==> src/hw/css_cfg.svh <==
// constants for the configuration start-up pin sequencer
`ifndef CSS_CFG_SVH
`define CSS_CFG_SVH

`define CSS_CLK_PERIOD_NS   10
`define CSS_CLEAR_TIME_NS   640
`define CSS_CLEAR_CYCLES    (`CSS_CLEAR_TIME_NS / `CSS_CLK_PERIOD_NS)

`define CSS_REG_CTRL        8'h00
`define CSS_REG_STATUS      8'h04

`define CSS_CTRL_DONE_BIT   0
`define CSS_CTRL_TERM_LSB   1
`define CSS_CTRL_TERM_MSB   2
`define CSS_TERM_RESET      2'h1

`define CSS_STAT_STATE_LSB  0
`define CSS_STAT_STATE_MSB  2
`define CSS_STAT_MODE_LSB   3
`define CSS_STAT_MODE_MSB   5
`define CSS_STAT_INIT_BIT   6
`define CSS_STAT_POWER_BIT  7
`define CSS_STAT_TERM_LSB   8
`define CSS_STAT_TERM_MSB   9

`define CSS_MODE_RESET      3'h0
`define CSS_MODE_NO_DUAL    3'h7
`define CSS_DUAL_USED_NONE  8'h00
`define CSS_DUAL_USED_SER   8'h03
`define CSS_DUAL_USED_PAR   8'hFF
`define CSS_READ_ZERO       32'h0

`endif

==> src/hw/css_pkg.sv <==
// types for the configuration start-up pin sequencer
package css_pkg;

   typedef enum logic [2:0] {
      CSS_POR     = 3'h0,
      CSS_CLEAR   = 3'h1,
      CSS_CONFIG  = 3'h3,
      CSS_STARTUP = 3'h2,
      CSS_USER    = 3'h6
   } css_state_t;

   typedef enum logic [1:0] {
      CSS_TERM_FLOAT    = 2'h0,
      CSS_TERM_PULLDOWN = 2'h1,
      CSS_TERM_PULLUP   = 2'h2
   } css_term_t;

endpackage : css_pkg

==> src/hw/css_sync.sv <==
// two flip-flop synchroniser for pin inputs
`timescale 1ns/1ps
module css_sync #(
   parameter int WIDTH = 1
) (
   input  wire logic             sys_clk_in,
   input  wire logic             reset_in,
   input  wire logic [WIDTH-1:0] async_in,
   output logic      [WIDTH-1:0] sync_out
);
   logic [WIDTH-1:0] stage1;

   generate
      for (genvar i = 0; i < WIDTH; i++) begin : g_bit
         always_ff @(posedge sys_clk_in) begin
            if (reset_in) begin
               stage1[i]   <= 1'b0;
               sync_out[i] <= 1'b0;
            end else begin
               stage1[i]   <= async_in[i];
               sync_out[i] <= stage1[i];
            end
         end
      end
   endgenerate
endmodule : css_sync

==> src/hw/css_sequencer.sv <==
// power-on, configuration and start-up sequencing of pins and global nets
//
// Implementation choices: the register addresses and the plain strobed port.
`timescale 1ns/1ps
`include "css_cfg.svh"
module css_sequencer
   import css_pkg::*;
(
   input  wire logic        sys_clk_in,
   input  wire logic        reset_in,
   input  wire logic        core_supply_good_in,
   input  wire logic        auxiliary_supply_good_in,
   input  wire logic        bank_output_supply_good_in,
   input  wire logic        config_pullup_select_n_in,
   input  wire logic        config_mode_sel_0_in,
   input  wire logic        config_mode_sel_1_in,
   input  wire logic        config_mode_sel_2_in,
   input  wire logic [7:0]  reg_addr_in,
   input  wire logic [31:0] reg_wdata_in,
   input  wire logic        reg_write_in,
   input  wire logic        reg_read_in,
   output logic      [31:0] reg_rdata_out,
   output logic             global_set_reset_net_out,
   output logic             global_three_state_net_out,
   output logic             global_write_enable_net_out,
   output logic             init_ready_n_out,
   output logic      [2:0]  config_mode_out,
   output logic             user_drivers_enable_out,
   output logic             pullup_enable_out,
   output logic      [7:0]  dual_pullup_enable_out,
   output logic             select_pin_weak_pullup_out,
   output logic             select_pin_as_gpio_out,
   output logic             select_pin_gpio_value_out,
   output logic      [1:0]  unused_pad_termination_out,
   output logic             user_mode_out
);
   localparam logic [7:0] CLEAR_LAST = 8'((`CSS_CLEAR_CYCLES) - 1);

   logic [6:0]  pins_async;
   logic [6:0]  pins_sync;
   logic        supplies_ok;
   logic        select_n;
   logic [2:0]  mode_sync;
   css_state_t  state;
   css_state_t  next_state;
   logic [7:0]  clear_count;
   logic        config_done;
   css_term_t   term_setting;
   logic        in_config;

   // dual-purpose pins that the selected mode drives itself
   function automatic logic [7:0] dual_used(input logic [2:0] mode);
      if (mode == `CSS_MODE_NO_DUAL) begin
         return `CSS_DUAL_USED_NONE;
      end else if (mode[1]) begin
         return `CSS_DUAL_USED_PAR;
      end else begin
         return `CSS_DUAL_USED_SER;
      end
   endfunction : dual_used

   assign pins_async = {config_mode_sel_2_in, config_mode_sel_1_in, config_mode_sel_0_in,
                        config_pullup_select_n_in, bank_output_supply_good_in,
                        auxiliary_supply_good_in, core_supply_good_in};

   css_sync #(.WIDTH(7)) u_sync (
      .sys_clk_in (sys_clk_in),
      .reset_in   (reset_in),
      .async_in   (pins_async),
      .sync_out   (pins_sync)
   );

   assign supplies_ok = &pins_sync[2:0];
   assign select_n    = pins_sync[3];
   assign mode_sync   = pins_sync[6:4];
   assign in_config   = (state != CSS_USER);

   // register writes
   assign config_done = reg_write_in && (reg_addr_in == `CSS_REG_CTRL) && reg_wdata_in[`CSS_CTRL_DONE_BIT];

   always_ff @(posedge sys_clk_in) begin
      if (reset_in) begin
         term_setting <= css_term_t'(`CSS_TERM_RESET);
      end else if (reg_write_in && (reg_addr_in == `CSS_REG_CTRL)) begin
         term_setting <= css_term_t'(reg_wdata_in[`CSS_CTRL_TERM_MSB:`CSS_CTRL_TERM_LSB]);
      end
   end

   // register reads, data in the following cycle only
   always_ff @(posedge sys_clk_in) begin
      if (reset_in) begin
         reg_rdata_out <= `CSS_READ_ZERO;
      end else if (reg_read_in) begin
         reg_rdata_out <= `CSS_READ_ZERO;
         if (reg_addr_in == `CSS_REG_CTRL) begin
            reg_rdata_out[`CSS_CTRL_TERM_MSB:`CSS_CTRL_TERM_LSB] <= term_setting;
         end else if (reg_addr_in == `CSS_REG_STATUS) begin
            reg_rdata_out[`CSS_STAT_STATE_MSB:`CSS_STAT_STATE_LSB] <= state;
            reg_rdata_out[`CSS_STAT_MODE_MSB:`CSS_STAT_MODE_LSB]   <= config_mode_out;
            reg_rdata_out[`CSS_STAT_INIT_BIT]                      <= init_ready_n_out;
            reg_rdata_out[`CSS_STAT_POWER_BIT]                     <= supplies_ok;
            reg_rdata_out[`CSS_STAT_TERM_MSB:`CSS_STAT_TERM_LSB]   <= unused_pad_termination_out;
         end
      end else begin
         reg_rdata_out <= `CSS_READ_ZERO;
      end
   end

   // sequencing state
   always_comb begin
      next_state = state;
      case (state)
         CSS_POR: begin
            if (supplies_ok) begin
               next_state = CSS_CLEAR;
            end
         end
         CSS_CLEAR: begin
            if (clear_count == CLEAR_LAST) begin
               next_state = CSS_CONFIG;
            end
         end
         CSS_CONFIG: begin
            if (config_done) begin
               next_state = CSS_STARTUP;
            end
         end
         CSS_STARTUP: begin
            next_state = CSS_USER;
         end
         default: begin
            next_state = CSS_USER;
         end
      endcase
      if (!supplies_ok) begin
         next_state = CSS_POR;
      end
   end

   always_ff @(posedge sys_clk_in) begin
      if (reset_in) begin
         state <= CSS_POR;
      end else begin
         state <= next_state;
      end
   end

   always_ff @(posedge sys_clk_in) begin
      if (reset_in || (state != CSS_CLEAR)) begin
         clear_count <= 8'h00;
      end else begin
         clear_count <= clear_count + 8'h01;
      end
   end

   // global nets, init-ready and the latched mode
   always_ff @(posedge sys_clk_in) begin
      if (reset_in) begin
         global_set_reset_net_out <= 1'b1;
      end else begin
         global_set_reset_net_out <= (next_state == CSS_POR) || (next_state == CSS_CLEAR) ||
                                     (next_state == CSS_CONFIG);
      end
   end

   always_ff @(posedge sys_clk_in) begin
      if (reset_in) begin
         global_three_state_net_out <= 1'b1;
      end else begin
         global_three_state_net_out <= (next_state != CSS_USER);
      end
   end

   always_ff @(posedge sys_clk_in) begin
      if (reset_in) begin
         global_write_enable_net_out <= 1'b0;
      end else begin
         global_write_enable_net_out <= (state == CSS_USER) && (next_state == CSS_USER) &&
                                        !global_three_state_net_out;
      end
   end

   always_ff @(posedge sys_clk_in) begin
      if (reset_in) begin
         init_ready_n_out <= 1'b0;
      end else begin
         init_ready_n_out <= (next_state == CSS_CONFIG) || (next_state == CSS_STARTUP) ||
                             (next_state == CSS_USER);
      end
   end

   always_ff @(posedge sys_clk_in) begin
      if (reset_in) begin
         config_mode_out <= `CSS_MODE_RESET;
      end else if ((state == CSS_CLEAR) && (next_state == CSS_CONFIG)) begin
         config_mode_out <= mode_sync;
      end
   end

   // pin control
   always_ff @(posedge sys_clk_in) begin
      if (reset_in) begin
         user_drivers_enable_out    <= 1'b0;
         pullup_enable_out          <= 1'b0;
         dual_pullup_enable_out     <= 8'h00;
         select_pin_weak_pullup_out <= 1'b1;
         select_pin_as_gpio_out     <= 1'b0;
         select_pin_gpio_value_out  <= 1'b0;
         unused_pad_termination_out <= CSS_TERM_FLOAT;
         user_mode_out              <= 1'b0;
      end else begin
         user_drivers_enable_out    <= (next_state == CSS_USER);
         pullup_enable_out          <= (next_state != CSS_USER) && !select_n;
         dual_pullup_enable_out     <= {8{(next_state != CSS_USER) && !select_n}} &
                                       ~dual_used(config_mode_out);
         select_pin_weak_pullup_out <= (next_state != CSS_USER);
         select_pin_as_gpio_out     <= (next_state == CSS_USER);
         select_pin_gpio_value_out  <= (next_state == CSS_USER) && select_n;
         unused_pad_termination_out <= (next_state == CSS_USER) ? term_setting : CSS_TERM_FLOAT;
         user_mode_out              <= (next_state == CSS_USER);
      end
   end

   // checks
   a_pullup_low_select: assert property (@(posedge sys_clk_in) disable iff (reset_in)
      (!$past(reset_in) && !select_n && (state != CSS_USER) && $stable(state) && $stable(select_n)) |->
      pullup_enable_out)
      else $error("pull-ups off while select pin low");

   a_pullup_high_select: assert property (@(posedge sys_clk_in) disable iff (reset_in)
      (select_n && $stable(select_n)) |-> !pullup_enable_out && (dual_pullup_enable_out == 8'h00))
      else $error("pull-ups on while select pin high");

   a_select_weak_pull: assert property (@(posedge sys_clk_in) disable iff (reset_in)
      in_config |-> select_pin_weak_pullup_out)
      else $error("select pin weak pull-up missing");

   a_por_holds_nets: assert property (@(posedge sys_clk_in) disable iff (reset_in)
      !supplies_ok |=> (state == CSS_POR) && global_set_reset_net_out && !init_ready_n_out &&
                       !global_write_enable_net_out)
      else $error("sequence left power-on reset without supplies");

   a_drivers_hiz: assert property (@(posedge sys_clk_in) disable iff (reset_in)
      global_three_state_net_out |-> !user_drivers_enable_out)
      else $error("drivers active before three-state release");

   a_clear_asserts_gsr: assert property (@(posedge sys_clk_in) disable iff (reset_in)
      (state == CSS_CLEAR) |-> global_set_reset_net_out && !init_ready_n_out)
      else $error("set-reset not asserted during clearing");

   a_init_samples_mode: assert property (@(posedge sys_clk_in) disable iff (reset_in)
      $rose(init_ready_n_out) |-> (state == CSS_CONFIG) && (config_mode_out == $past(mode_sync)))
      else $error("mode not sampled at init-ready");

   a_gsr_release: assert property (@(posedge sys_clk_in) disable iff (reset_in)
      $fell(global_set_reset_net_out) |-> (state == CSS_STARTUP) && ($past(state) == CSS_CONFIG))
      else $error("set-reset released outside configuration end");

   a_gts_release: assert property (@(posedge sys_clk_in) disable iff (reset_in)
      $fell(global_three_state_net_out) |-> (state == CSS_USER) && user_drivers_enable_out &&
                                            ($past(state) == CSS_STARTUP))
      else $error("three-state released outside start-up");

   a_unused_term: assert property (@(posedge sys_clk_in) disable iff (reset_in)
      global_three_state_net_out |-> (unused_pad_termination_out == CSS_TERM_FLOAT))
      else $error("unused pad termination before release");

   a_gwe_one_late: assert property (@(posedge sys_clk_in) disable iff (reset_in)
      ($fell(global_three_state_net_out) && supplies_ok) |-> !global_write_enable_net_out ##1
                                                              global_write_enable_net_out)
      else $error("write enable not one cycle after three-state release");

   a_gpio_in_user: assert property (@(posedge sys_clk_in) disable iff (reset_in)
      (state == CSS_USER) && $past(state == CSS_USER) |-> select_pin_as_gpio_out && !pullup_enable_out)
      else $error("select pin not released in user mode");

   a_dual_pins: assert property (@(posedge sys_clk_in) disable iff (reset_in)
      ($stable(state) && $stable(select_n) && $stable(config_mode_out)) |->
      (dual_pullup_enable_out == ({8{pullup_enable_out}} & ~dual_used(config_mode_out))))
      else $error("dual-purpose pins differ from user pins");

   a_gwe_held: assert property (@(posedge sys_clk_in) disable iff (reset_in)
      global_three_state_net_out |-> !global_write_enable_net_out)
      else $error("write enable active during configuration");

   c_reach_config: cover property (@(posedge sys_clk_in) disable iff (reset_in)
      $rose(init_ready_n_out));
   c_reach_user: cover property (@(posedge sys_clk_in) disable iff (reset_in)
      $rose(global_write_enable_net_out));
   c_power_drop: cover property (@(posedge sys_clk_in) disable iff (reset_in)
      (state == CSS_USER) ##1 (state == CSS_POR));
   c_pullups_on: cover property (@(posedge sys_clk_in) disable iff (reset_in)
      pullup_enable_out && (state == CSS_CONFIG));
endmodule : css_sequencer

==> config.mk <==
export PLATFORM = sky130hd
export DESIGN_NAME = css_sequencer
export DESIGN_NICKNAME = d
export VERILOG_FILES = /design/src/hw/css_pkg.sv /design/src/hw/css_sync.sv /design/src/hw/css_sequencer.sv
export VERILOG_INCLUDE_DIRS = /design/src /design/src/hw
export SDC_FILE = /design/constraint.sdc
export NUM_CORES = 1
export LEC_CHECK = 0
export ABC_AREA = 1
export ABC_CLOCK_PERIOD_IN_PS = 1600
export BUFFER_PORTS_ARGS = -buffer_cell sky130_fd_sc_hd__buf_4
export CAP_MARGIN = 15
export CORE_MARGIN = 4
export CORE_UTILIZATION = 44
export DETAILED_ROUTE_END_ITERATION = 10
export GPL_ROUTABILITY_DRIVEN = 0
export MAX_ROUTING_LAYER = met4
export PLACE_DENSITY = 0.79
export SETUP_SLACK_MARGIN = 0.4
export SYNTH_ARGS = -nofsm -noshare
export SYNTH_HDL_FRONTEND = slang
export SYNTH_HIERARCHICAL = 1
export SYNTH_SLANG_ARGS = --single-unit
export TNS_END_PERCENT = 20
==> constraint.sdc <==
create_clock -name sys_clk_in -period 1.6 [get_ports sys_clk_in]
set_clock_uncertainty 0.2 [all_clocks]
set_input_delay 0.32 -clock sys_clk_in [delete_from_list [all_inputs] [get_ports sys_clk_in]]
set_output_delay 0.32 -clock sys_clk_in [all_outputs]
set_load 0.01 [all_outputs]
==> results of run 1 <==
[worst min path at each step]
stage,start,to,slack [ns],cells after the start
4_1_cts,config_mode_sel_0_in,u_sync/stage1[4]$_SDFF_PP0_,0.01,3
3_5_place_dp,u_sync/stage1[0]$_SDFF_PP0_,u_sync/sync_out[0]$_SDFF_PP0_,0.19,2
3_3_place_gp,u_sync/stage1[6]$_SDFF_PP0_,u_sync/sync_out[6]$_SDFF_PP0_,0.19,2
2_1_floorplan,u_sync/stage1[0]$_SDFF_PP0_,u_sync/sync_out[0]$_SDFF_PP0_,0.19,2
5_1_grt,config_mode_sel_1_in,u_sync/stage1[5]$_SDFF_PP0_,0.02,3
6_report,config_mode_sel_0_in,u_sync/stage1[4]$_SDFF_PP0_,0.02,3
[synthesized netlist by cell type (all sizes together) (2+ instances only)]
cell / instances
a21oi: 7
buf: 32
dfxtp: 51
inv: 37
nand2: 26
nand3: 9
nand3b: 2
nand4: 3
nor2: 51
nor3: 3
o21ai: 5
[flip-flops by register name, indices dropped and copies added (netlist names), 2 cells and up]
register,count
u_sync/stage1,7
term_setting,2
u_sync/sync_out,7
unused_pad_termination_out,2
clear_count,8
dual_pullup_enable_out,2
reg_rdata_out,10
state,3
config_mode_out,3
[power by group through the flow]
stage	registers, mW	logic (mW)	clock network, mW
floorplan	1.33	0.109	0
global placement	1.32	0.133	0
detailed placement	1.33	0.135	0
CTS	1.30	0.141	0.860
global route	1.30	0.156	0.918
finish	1.30	0.143	0.836
[critical path: cells and delay by family, from the launching register on]
family        cells  cell delay [ns]
simple gates      6             0.70
fa+ha+maj         1             0.15
flops             1             0.36
[metal layers]
layer,vias up,share of wire,global-route usage
li1,766,-,-
met1,664,0.35,0.136
met2,74,0.52,0.241
met3,8,0.12,0.0454
met4,0,0.012,0.0621
met5,-,0,-
[logic make-up after synthesis]
logic type	Yosys count	share of synthesized area
AOI/OAI and AO/OA	13	0.0416
adders and majority gates	1	0.00631
buffers and inverters	69	0.194
and+or+nand+nor	96	0.237
xor gates and xnor gates	1	0.00442
other	1	0.00189
DFF	51	0.515
[cell type report]
cell class	count	area [um2]	area share
clock buffers	6	72.6	0.0278
clock inverters	1	30.0	0.0115
inverters	37	141	0.0542
multi-input cells	133	754	0.289
flip-flops and latches	51	1030	0.396
well taps	52	65.1	0.0250
repair buffers	64	510	0.196
[cells in the final DEF, fill, tap and decap left out, types with 3 or more instances in the layout]
cell,netlist,routed
buf_4,31,56
nor2_1,45,43
dfxtp_1,51,43
inv_1,35,33
conb_1,1,22
nand2_1,24,20
buf_6,1,8
dfxtp_2,0,7
nor2_2,5,5
nand3_1,7,5
clkbuf_8,0,5
nand2_2,2,4
nor2_4,1,3
inv_2,1,3
a21oi_1,5,3
o21ai_2,2,3
nand3_4,0,3
a21oi_2,2,3
[what timing repair did]
| item | in CTS | in global routing |
|---|---|---|
| pin swaps | 5 | 4 |
| hold endpoints to repair | 0 | 0 |
| resized for setup | 10 | 26 |
| endpoints found under the setup margin | 56 | 58 |
| buffers inserted | 3 | 3 |
==> summary.txt, run 1 <==
Status - finished clean
I/O Buffers - 54
Slowest Stage Delay on Critical Path - 0.36 ns
Worst-path fanout max - 6
Area growth from synthesis to layout - 31.5%
Global-route wire length before repair - 5690 um
Most common cell on crit path - nand3_4
Via Count - 1512
Sw frac - 0.203
DR DRC count - 0
Asr flop ratio synth - 0
YS warnings - 6
Placed inst area - 0.00234 mm2
Min-delay worst type - in2reg
Largest net degree at the start of global routing - 20
Wire per inst - 11.4 um
Post-Synthesis Cells - 232
Vias/cell - 4.40
Non-Filler Instances - 344
Final setup vio count - 0
First drt pass iteration count - 4
VDD IR max - 0.000321 V
Total wire length - 3930 um
Placement Setup Slack - 0.137 ns
Cell area after layout - 0.00261 mm2
Final slew viol count - 0
Worst reg-to-reg setup slack - 0.12 ns
CTS Root Cell - clkbuf_8
Top-area cell type share of the netlist area - 0.515
Gr usage total - 0.137
Clock latency on the worst-skew pair - 0.30 ns
Initial antenna violation count - 0
Sequential cell area fraction in the yosys report - 0.515
FF-to-FF End - config_mode_out[1]$_SDFFE_PP0P_
GRT overflow - 0
Combinational power share - 0.063
Initial drt markers - 81
Hold WS - 0.0205 ns
Critical Path, Cell by Cell - ha_4 -> nand3_4 -> nor3_4 -> nand3_4 -> nand2_2 -> nand2_1 -> nor2_1
Crit path time final - 1.48 ns
Worst Path Required - 1.63 ns
Dominant synthesized flop cell - dfxtp_1
Ports - 106
Max-cap violation count - 0
#FFs+latches synth - 51
Syn Area/Cell - 8.55 um2
Die width - 75.1 um
Fmax - 676 MHz
Antenna cell count - 0
Initial core utilization - 0.455
Cells after DPL - 331
Overall power - 2.28 mW
CTS tree - done
Arrival @ worst endpoint - 1.51 ns
Synth unique cells - 28
Post-detail-place hpwl - 2610 um
Pwr dens - 873 mW/mm2
Post-route setup slack - 0.122 ns
Worst reg2reg path depth - 7
Critical path's slowest cell - dfxtp_2
Pleak - 1.21 nW
Startpoint types - flop
RSZ-0062 raised after global routing - true
Hold_buf cts - 0
CTS sink cnt - 51
Total die area - 0.00565 mm2
Power Internal - 1.82 mW
TritonCTS Buffers - 5
Vert. Die Dim - 75.1 um
Final Cycle Share - 0.924
CP Capture Type - flop
Synth top area cells - dfxtp_1 (51%), buf_4 (12%), nor2_1 (8.5%)
Crit. Startpoint - clear_count[1]$_SDFF_PP0_
CTS clock-pin slew for the worst setup and hold paths - 0.08 ns
Area leader, netlist - dfxtp_1
Post-synth EDFFs - 0
Max clock buf depth - 2
Row count - 24
Sequential power share - 0.570
Worst r2r src - clear_count[1]$_SDFF_PP0_
Synth Cell Area - 0.00198 mm2
H-tree Lvls - 2
Fill count - 387
Number of global-route vias before repair - 1346
Layout cell share with drive strength beyond 1 - 0.384
Post-layout util - 0.599
Crit Path Class - reg2reg
Core outline area - 0.00435 mm2
CP endpoint - config_mode_out[1]$_SDFFE_PP0P_
Final net count - 344
Fin Setup TNS - 0 ns
DRT antenna net count - 0
Clk pwr share - 0.367
Switching pwr - 462 uW
Fin. Hold Viols - 0
No activity file was read; power rests on OpenSTA's default activity.
==> inputs of run 2 (changes only) <==
--- a/config.mk
+++ b/config.mk
@@ -7,15 +7,14 @@
 export NUM_CORES = 1
 export LEC_CHECK = 0
 export ABC_AREA = 1
-export ABC_CLOCK_PERIOD_IN_PS = 1600
+export ABC_CLOCK_PERIOD_IN_PS = 1700
 export BUFFER_PORTS_ARGS = -buffer_cell sky130_fd_sc_hd__buf_4
 export CAP_MARGIN = 15
 export CORE_MARGIN = 4
-export CORE_UTILIZATION = 44
+export CORE_UTILIZATION = 35
 export DETAILED_ROUTE_END_ITERATION = 10
 export GPL_ROUTABILITY_DRIVEN = 0
 export MAX_ROUTING_LAYER = met4
-export PLACE_DENSITY = 0.79
 export SETUP_SLACK_MARGIN = 0.4
 export SYNTH_ARGS = -nofsm -noshare
 export SYNTH_HDL_FRONTEND = slang
==> constraint.sdc (replaced) <==
create_clock -name sys_clk_in -period 1.7 [get_ports sys_clk_in]
set_clock_uncertainty 0.2 [all_clocks]
set_input_delay 0.17 -clock sys_clk_in [delete_from_list [all_inputs] [get_ports sys_clk_in]]
set_output_delay 0.17 -clock sys_clk_in [all_outputs]
set_load 0.01 [all_outputs]
==> summary.txt, run 2 (same netlist as run 1, synthesis figures left out) <==
Antenna cell count - 0
Via Count - 1449
CTS Root Cell - clkbuf_8
Fmax - 689 MHz
Vert. Die Dim - 83.3 um
Startpoint types - flop
Non-Filler Instances - 370
Gr usage total - 0.109
Largest net degree at the start of global routing - 16
Hold depth - 4
Switching pwr - 450 uW
Top Registers - reg_rdata_out: 10 flops, clear_count: 8 flops
Wire per inst - 9.72 um
Worst Path Required - 1.70 ns
Clk pwr share - 0.351
Worst-path fanout max - 4
H-tree Lvls - 2
Combinational power share - 0.071
CP Capture Type - flop
Global-route wire length before repair - 6020 um
Total wire length - 3600 um
Total die area - 0.00693 mm2
Core outline area - 0.00551 mm2
Max-cap violation count - 0
Layout cell share with drive strength beyond 1 - 0.319
Initial antenna violation count - 0
Final net count - 349
Initial drt markers - 46
Commonest non-fill, non-tap cells in the layout - buf_4 (55), dfxtp_1 (47), nor2_1 (42)
DR DRC count - 0
Final slew viol count - 0
Vias/cell - 3.92
Fin Setup TNS - 0 ns
DRT antenna net count - 0
GRT overflow - 0
Fin. Hold Viols - 0
Power Internal - 1.66 mW
Ports - 106
Pwr dens - 803 mW/mm2
Worst reg2reg path depth - 6
Post-detail-place hpwl - 2510 um
Sw frac - 0.214
I/O Buffers - 54
RSZ-0062 raised after global routing - true
Number of global-route vias before repair - 1308
Min-delay worst type - in2reg
Final Cycle Share - 0.854
Max clock buf depth - 2
Crit Path Class - reg2reg
Clock latency on the worst-skew pair - 0.29 ns
Final setup vio count - 0
Sequential power share - 0.578
VDD IR max - 0.000304 V
Initial core utilization - 0.360
Die width - 83.3 um
Crit path time final - 1.45 ns
Register bank with the most flops - reg_rdata_out
Status - finished clean
Pleak - 1.18 nW
Hold WS - 0.0119 ns
First drt pass iteration count - 4
TritonCTS Buffers - 5
CTS tree - done
Arrival @ worst endpoint - 1.45 ns
Most common cell after layout, fill and taps aside - buf_4
Max FFs per register - 10
CTS sink cnt - 51
Row count - 27
Cells after DPL - 347
CTS clock-pin slew for the worst setup and hold paths - 0.09 ns
Area growth from synthesis to layout - 32.3%
## run 2: worst paths after layout
| path | start | to | slack [ns] |
|---|---|---|---|
| setup / recovery | clear_count[0]$_SDFF_PP0_ | global_set_reset_net_out$_SDFF_PP1_ | 0.25 |
| hold / removal | reset_in | clear_count[4]$_SDFF_PP0_ | 0.01 |
| setup reg to reg | clear_count[0]$_SDFF_PP0_ | global_set_reset_net_out$_SDFF_PP1_ | 0.25 |
| hold reg to reg | u_sync/stage1[6]$_SDFF_PP0_ | u_sync/sync_out[6]$_SDFF_PP0_ | 0.20 |
## run 2: repair_timing
action                                  in CTS  in global routing
hold buffers                                14                  0
endpoints found under the hold margin       16                  0
gates resized for setup                      0                 13
pin swaps                                    1                  2
buffers inserted                             0                  1
endpoints found under the setup margin       8                 30
## run 2: final cells by class
class	count	area, um2
clock buffer	7	96.3
timing repair buffer	69	553
tap	72	90.1
multi-input combinational	133	707
fill	548	2880
sequential	51	1030
clock inverter	1	7.51
inverter	37	141
## run 2: per-layer routing
metal / global-route usage / vias to the layer above / wire [um]
li1: - / 776 / -
met1: 0.127 / 611 / 1550
met2: 0.167 / 57 / 1640
met3: 0.0496 / 5 / 363
met4: 0.0401 / 0 / 45
met5: - / - / 0
## run 2: worst max-delay path: stages, from the launching register on
cell     delay (ns)
dfxtp_2        0.36
ha_4           0.15
nand3_4        0.10
nor3_4         0.20
nand2_1        0.13
a21oi_2        0.16
nand2_1        0.06
## run 2: metrics by stage
stage               instance area (um2)  utilization  power [mW]  worst slack [ns]
floorplan                          2080            -        1.35             0.329
global route                       2620        0.476        2.21             0.133
global placement                   2340        0.424        1.37             0.239
CTS                                2580        0.469        2.14             0.271
detailed placement                 2340        0.424        1.37             0.227
finish                             2620        0.476        2.11             0.248
## run 2: power groups by stage
stage | combinational [mW] | clock [mW] | sequential (mW)
2_1_floorplan | 0.103 | 0 | 1.25
3_3_place_gp | 0.119 | 0 | 1.25
3_5_place_dp | 0.119 | 0 | 1.25
4_1_cts | 0.147 | 0.777 | 1.22
5_1_grt | 0.163 | 0.826 | 1.22
6_report | 0.149 | 0.740 | 1.22
==> inputs of run 3 (changes only) <==
--- a/config.mk
+++ b/config.mk
@@ -15,6 +15,7 @@
 export DETAILED_ROUTE_END_ITERATION = 10
 export GPL_ROUTABILITY_DRIVEN = 0
 export MAX_ROUTING_LAYER = met4
+export PLACE_DENSITY = 0.76
 export SETUP_SLACK_MARGIN = 0.4
 export SYNTH_ARGS = -nofsm -noshare
 export SYNTH_HDL_FRONTEND = slang
==> summary.txt, run 3 (same netlist as run 1, synthesis figures left out) <==
Fin Setup TNS - 0 ns
Via Count - 1470
Crit path time final - 1.41 ns
Cells after DPL - 348
Worst-path fanout max - 3
CTS tree - done
First drt pass iteration count - 4
Number of global-route vias before repair - 1379
Area growth from synthesis to layout - 29.9%
Vert. Die Dim - 83.3 um
Sw frac - 0.211
Fin. Hold Viols - 0
Die width - 83.3 um
Switching pwr - 418 uW
Initial drt markers - 42
Wire per inst - 9.64 um
CTS Root Cell - clkbuf_8
CTS sink cnt - 51
DR DRC count - 0
Max clock buf depth - 2
Pleak - 1.18 nW
Status - finished clean
RSZ-0062 raised after global routing - true
Final setup vio count - 0
TritonCTS Buffers - 5
Vias/cell - 3.96
Sequential power share - 0.617
Max-cap violation count - 0
Clk pwr share - 0.311
Largest net degree at the start of global routing - 20
Min-delay worst type - in2reg
I/O Buffers - 54
Final net count - 352
Final Cycle Share - 0.828
Top Registers - reg_rdata_out: 10 flops, clear_count: 8 flops
DRT antenna net count - 0
H-tree Lvls - 2
Startpoint types - flop
Worst Path Required - 1.69 ns
Row count - 27
Combinational power share - 0.073
Register bank with the most flops - reg_rdata_out
Max FFs per register - 10
Layout cell share with drive strength beyond 1 - 0.301
Total die area - 0.00693 mm2
Commonest non-fill, non-tap cells in the layout - buf_4 (60), dfxtp_1 (49), nor2_1 (44)
Fmax - 710 MHz
Initial core utilization - 0.360
Final slew viol count - 0
Total wire length - 3580 um
Global-route wire length before repair - 6060 um
Crit Path Class - reg2reg
Ports - 106
Fill count - 556
GRT overflow - 0
Core outline area - 0.00551 mm2
Pwr dens - 767 mW/mm2
Post-detail-place hpwl - 2560 um
Antenna cell count - 0
Most common cell after layout, fill and taps aside - buf_4
CTS clock-pin slew for the worst setup and hold paths - 0.08 ns
Non-Filler Instances - 371
CP Capture Type - flop
Gr usage total - 0.108
Power Internal - 1.56 mW
Initial antenna violation count - 0
Clock latency on the worst-skew pair - 0.29 ns
Arrival @ worst endpoint - 1.39 ns
VDD IR max - 0.000316 V
-- run 3: cell type report --
type | count | area (um2) | area share
multi-input cells | 133 | 678 | 0.263
flip-flops and latches | 51 | 1020 | 0.397
clock buffers | 6 | 72.6 | 0.0282
well taps | 72 | 90.1 | 0.0350
inverters | 37 | 141 | 0.0549
repair buffers | 72 | 571 | 0.221
-- run 3: power groups by stage --
stage               logic [mW]  clock network, mW  registers [mW]
finish                   0.144              0.614            1.22
global route             0.158              0.694            1.22
global placement         0.120                  0            1.25
detailed placement       0.121                  0            1.25
CTS                      0.144              0.648            1.22
floorplan                0.103                  0            1.25
-- run 3: final timing paths --
check        slack, ns                             endpoint                   startpoint  cells after the start
min reg2reg       0.20        u_sync/sync_out[5]$_SDFF_PP0_  u_sync/stage1[5]$_SDFF_PP0_                      2
max reg2reg       0.29  global_set_reset_net_out$_SDFF_PP1_    clear_count[0]$_SDFF_PP0_                      6
min               0.02          reg_rdata_out[2]$_SDFF_PP0_                     reset_in                      4
max               0.29  global_set_reset_net_out$_SDFF_PP1_    clear_count[0]$_SDFF_PP0_                      6
-- run 3: metal layers --
metal,routed length [um],global-route usage,vias to the layer above
li1,-,-,785
met1,1460,0.123,621
met2,1680,0.170,58
met3,361,0.0387,6
met4,76,0.0490,0
met5,0,-,-
-- run 3: worst max-delay path, stage by stage, from the launching register on --
cell     delay [ns]
dfxtp_2        0.36
ha_4           0.15
nand3_4        0.09
nor3_4         0.18
nand2_1        0.11
a21oi_2        0.16
nand2_1        0.06
-- run 3: through the flow --
| stage | util | setup slack (ns) | hold WS [ns] | area [um2] | power, mW |
|---|---|---|---|---|---|
| floorplan | - | 0.329 | 0.0391 | 2080 | 1.35 |
| global placement | 0.426 | 0.257 | 0.172 | 2340 | 1.37 |
| detailed placement | 0.426 | 0.207 | 0.176 | 2340 | 1.37 |
| CTS | 0.466 | 0.280 | 0.0197 | 2570 | 2.01 |
| global route | 0.468 | 0.194 | 0.0318 | 2580 | 2.07 |
| finish | 0.468 | 0.292 | 0.0223 | 2580 | 1.98 |
-- run 3: what timing repair did --
item | CTS | global route
endpoints found under the hold margin | 13 | 0
pin swaps | 3 | 1
hold buffers | 12 | 0
gates resized for setup | 0 | 2
buffers inserted | 4 | 1
setup endpoints to repair | 10 | 27
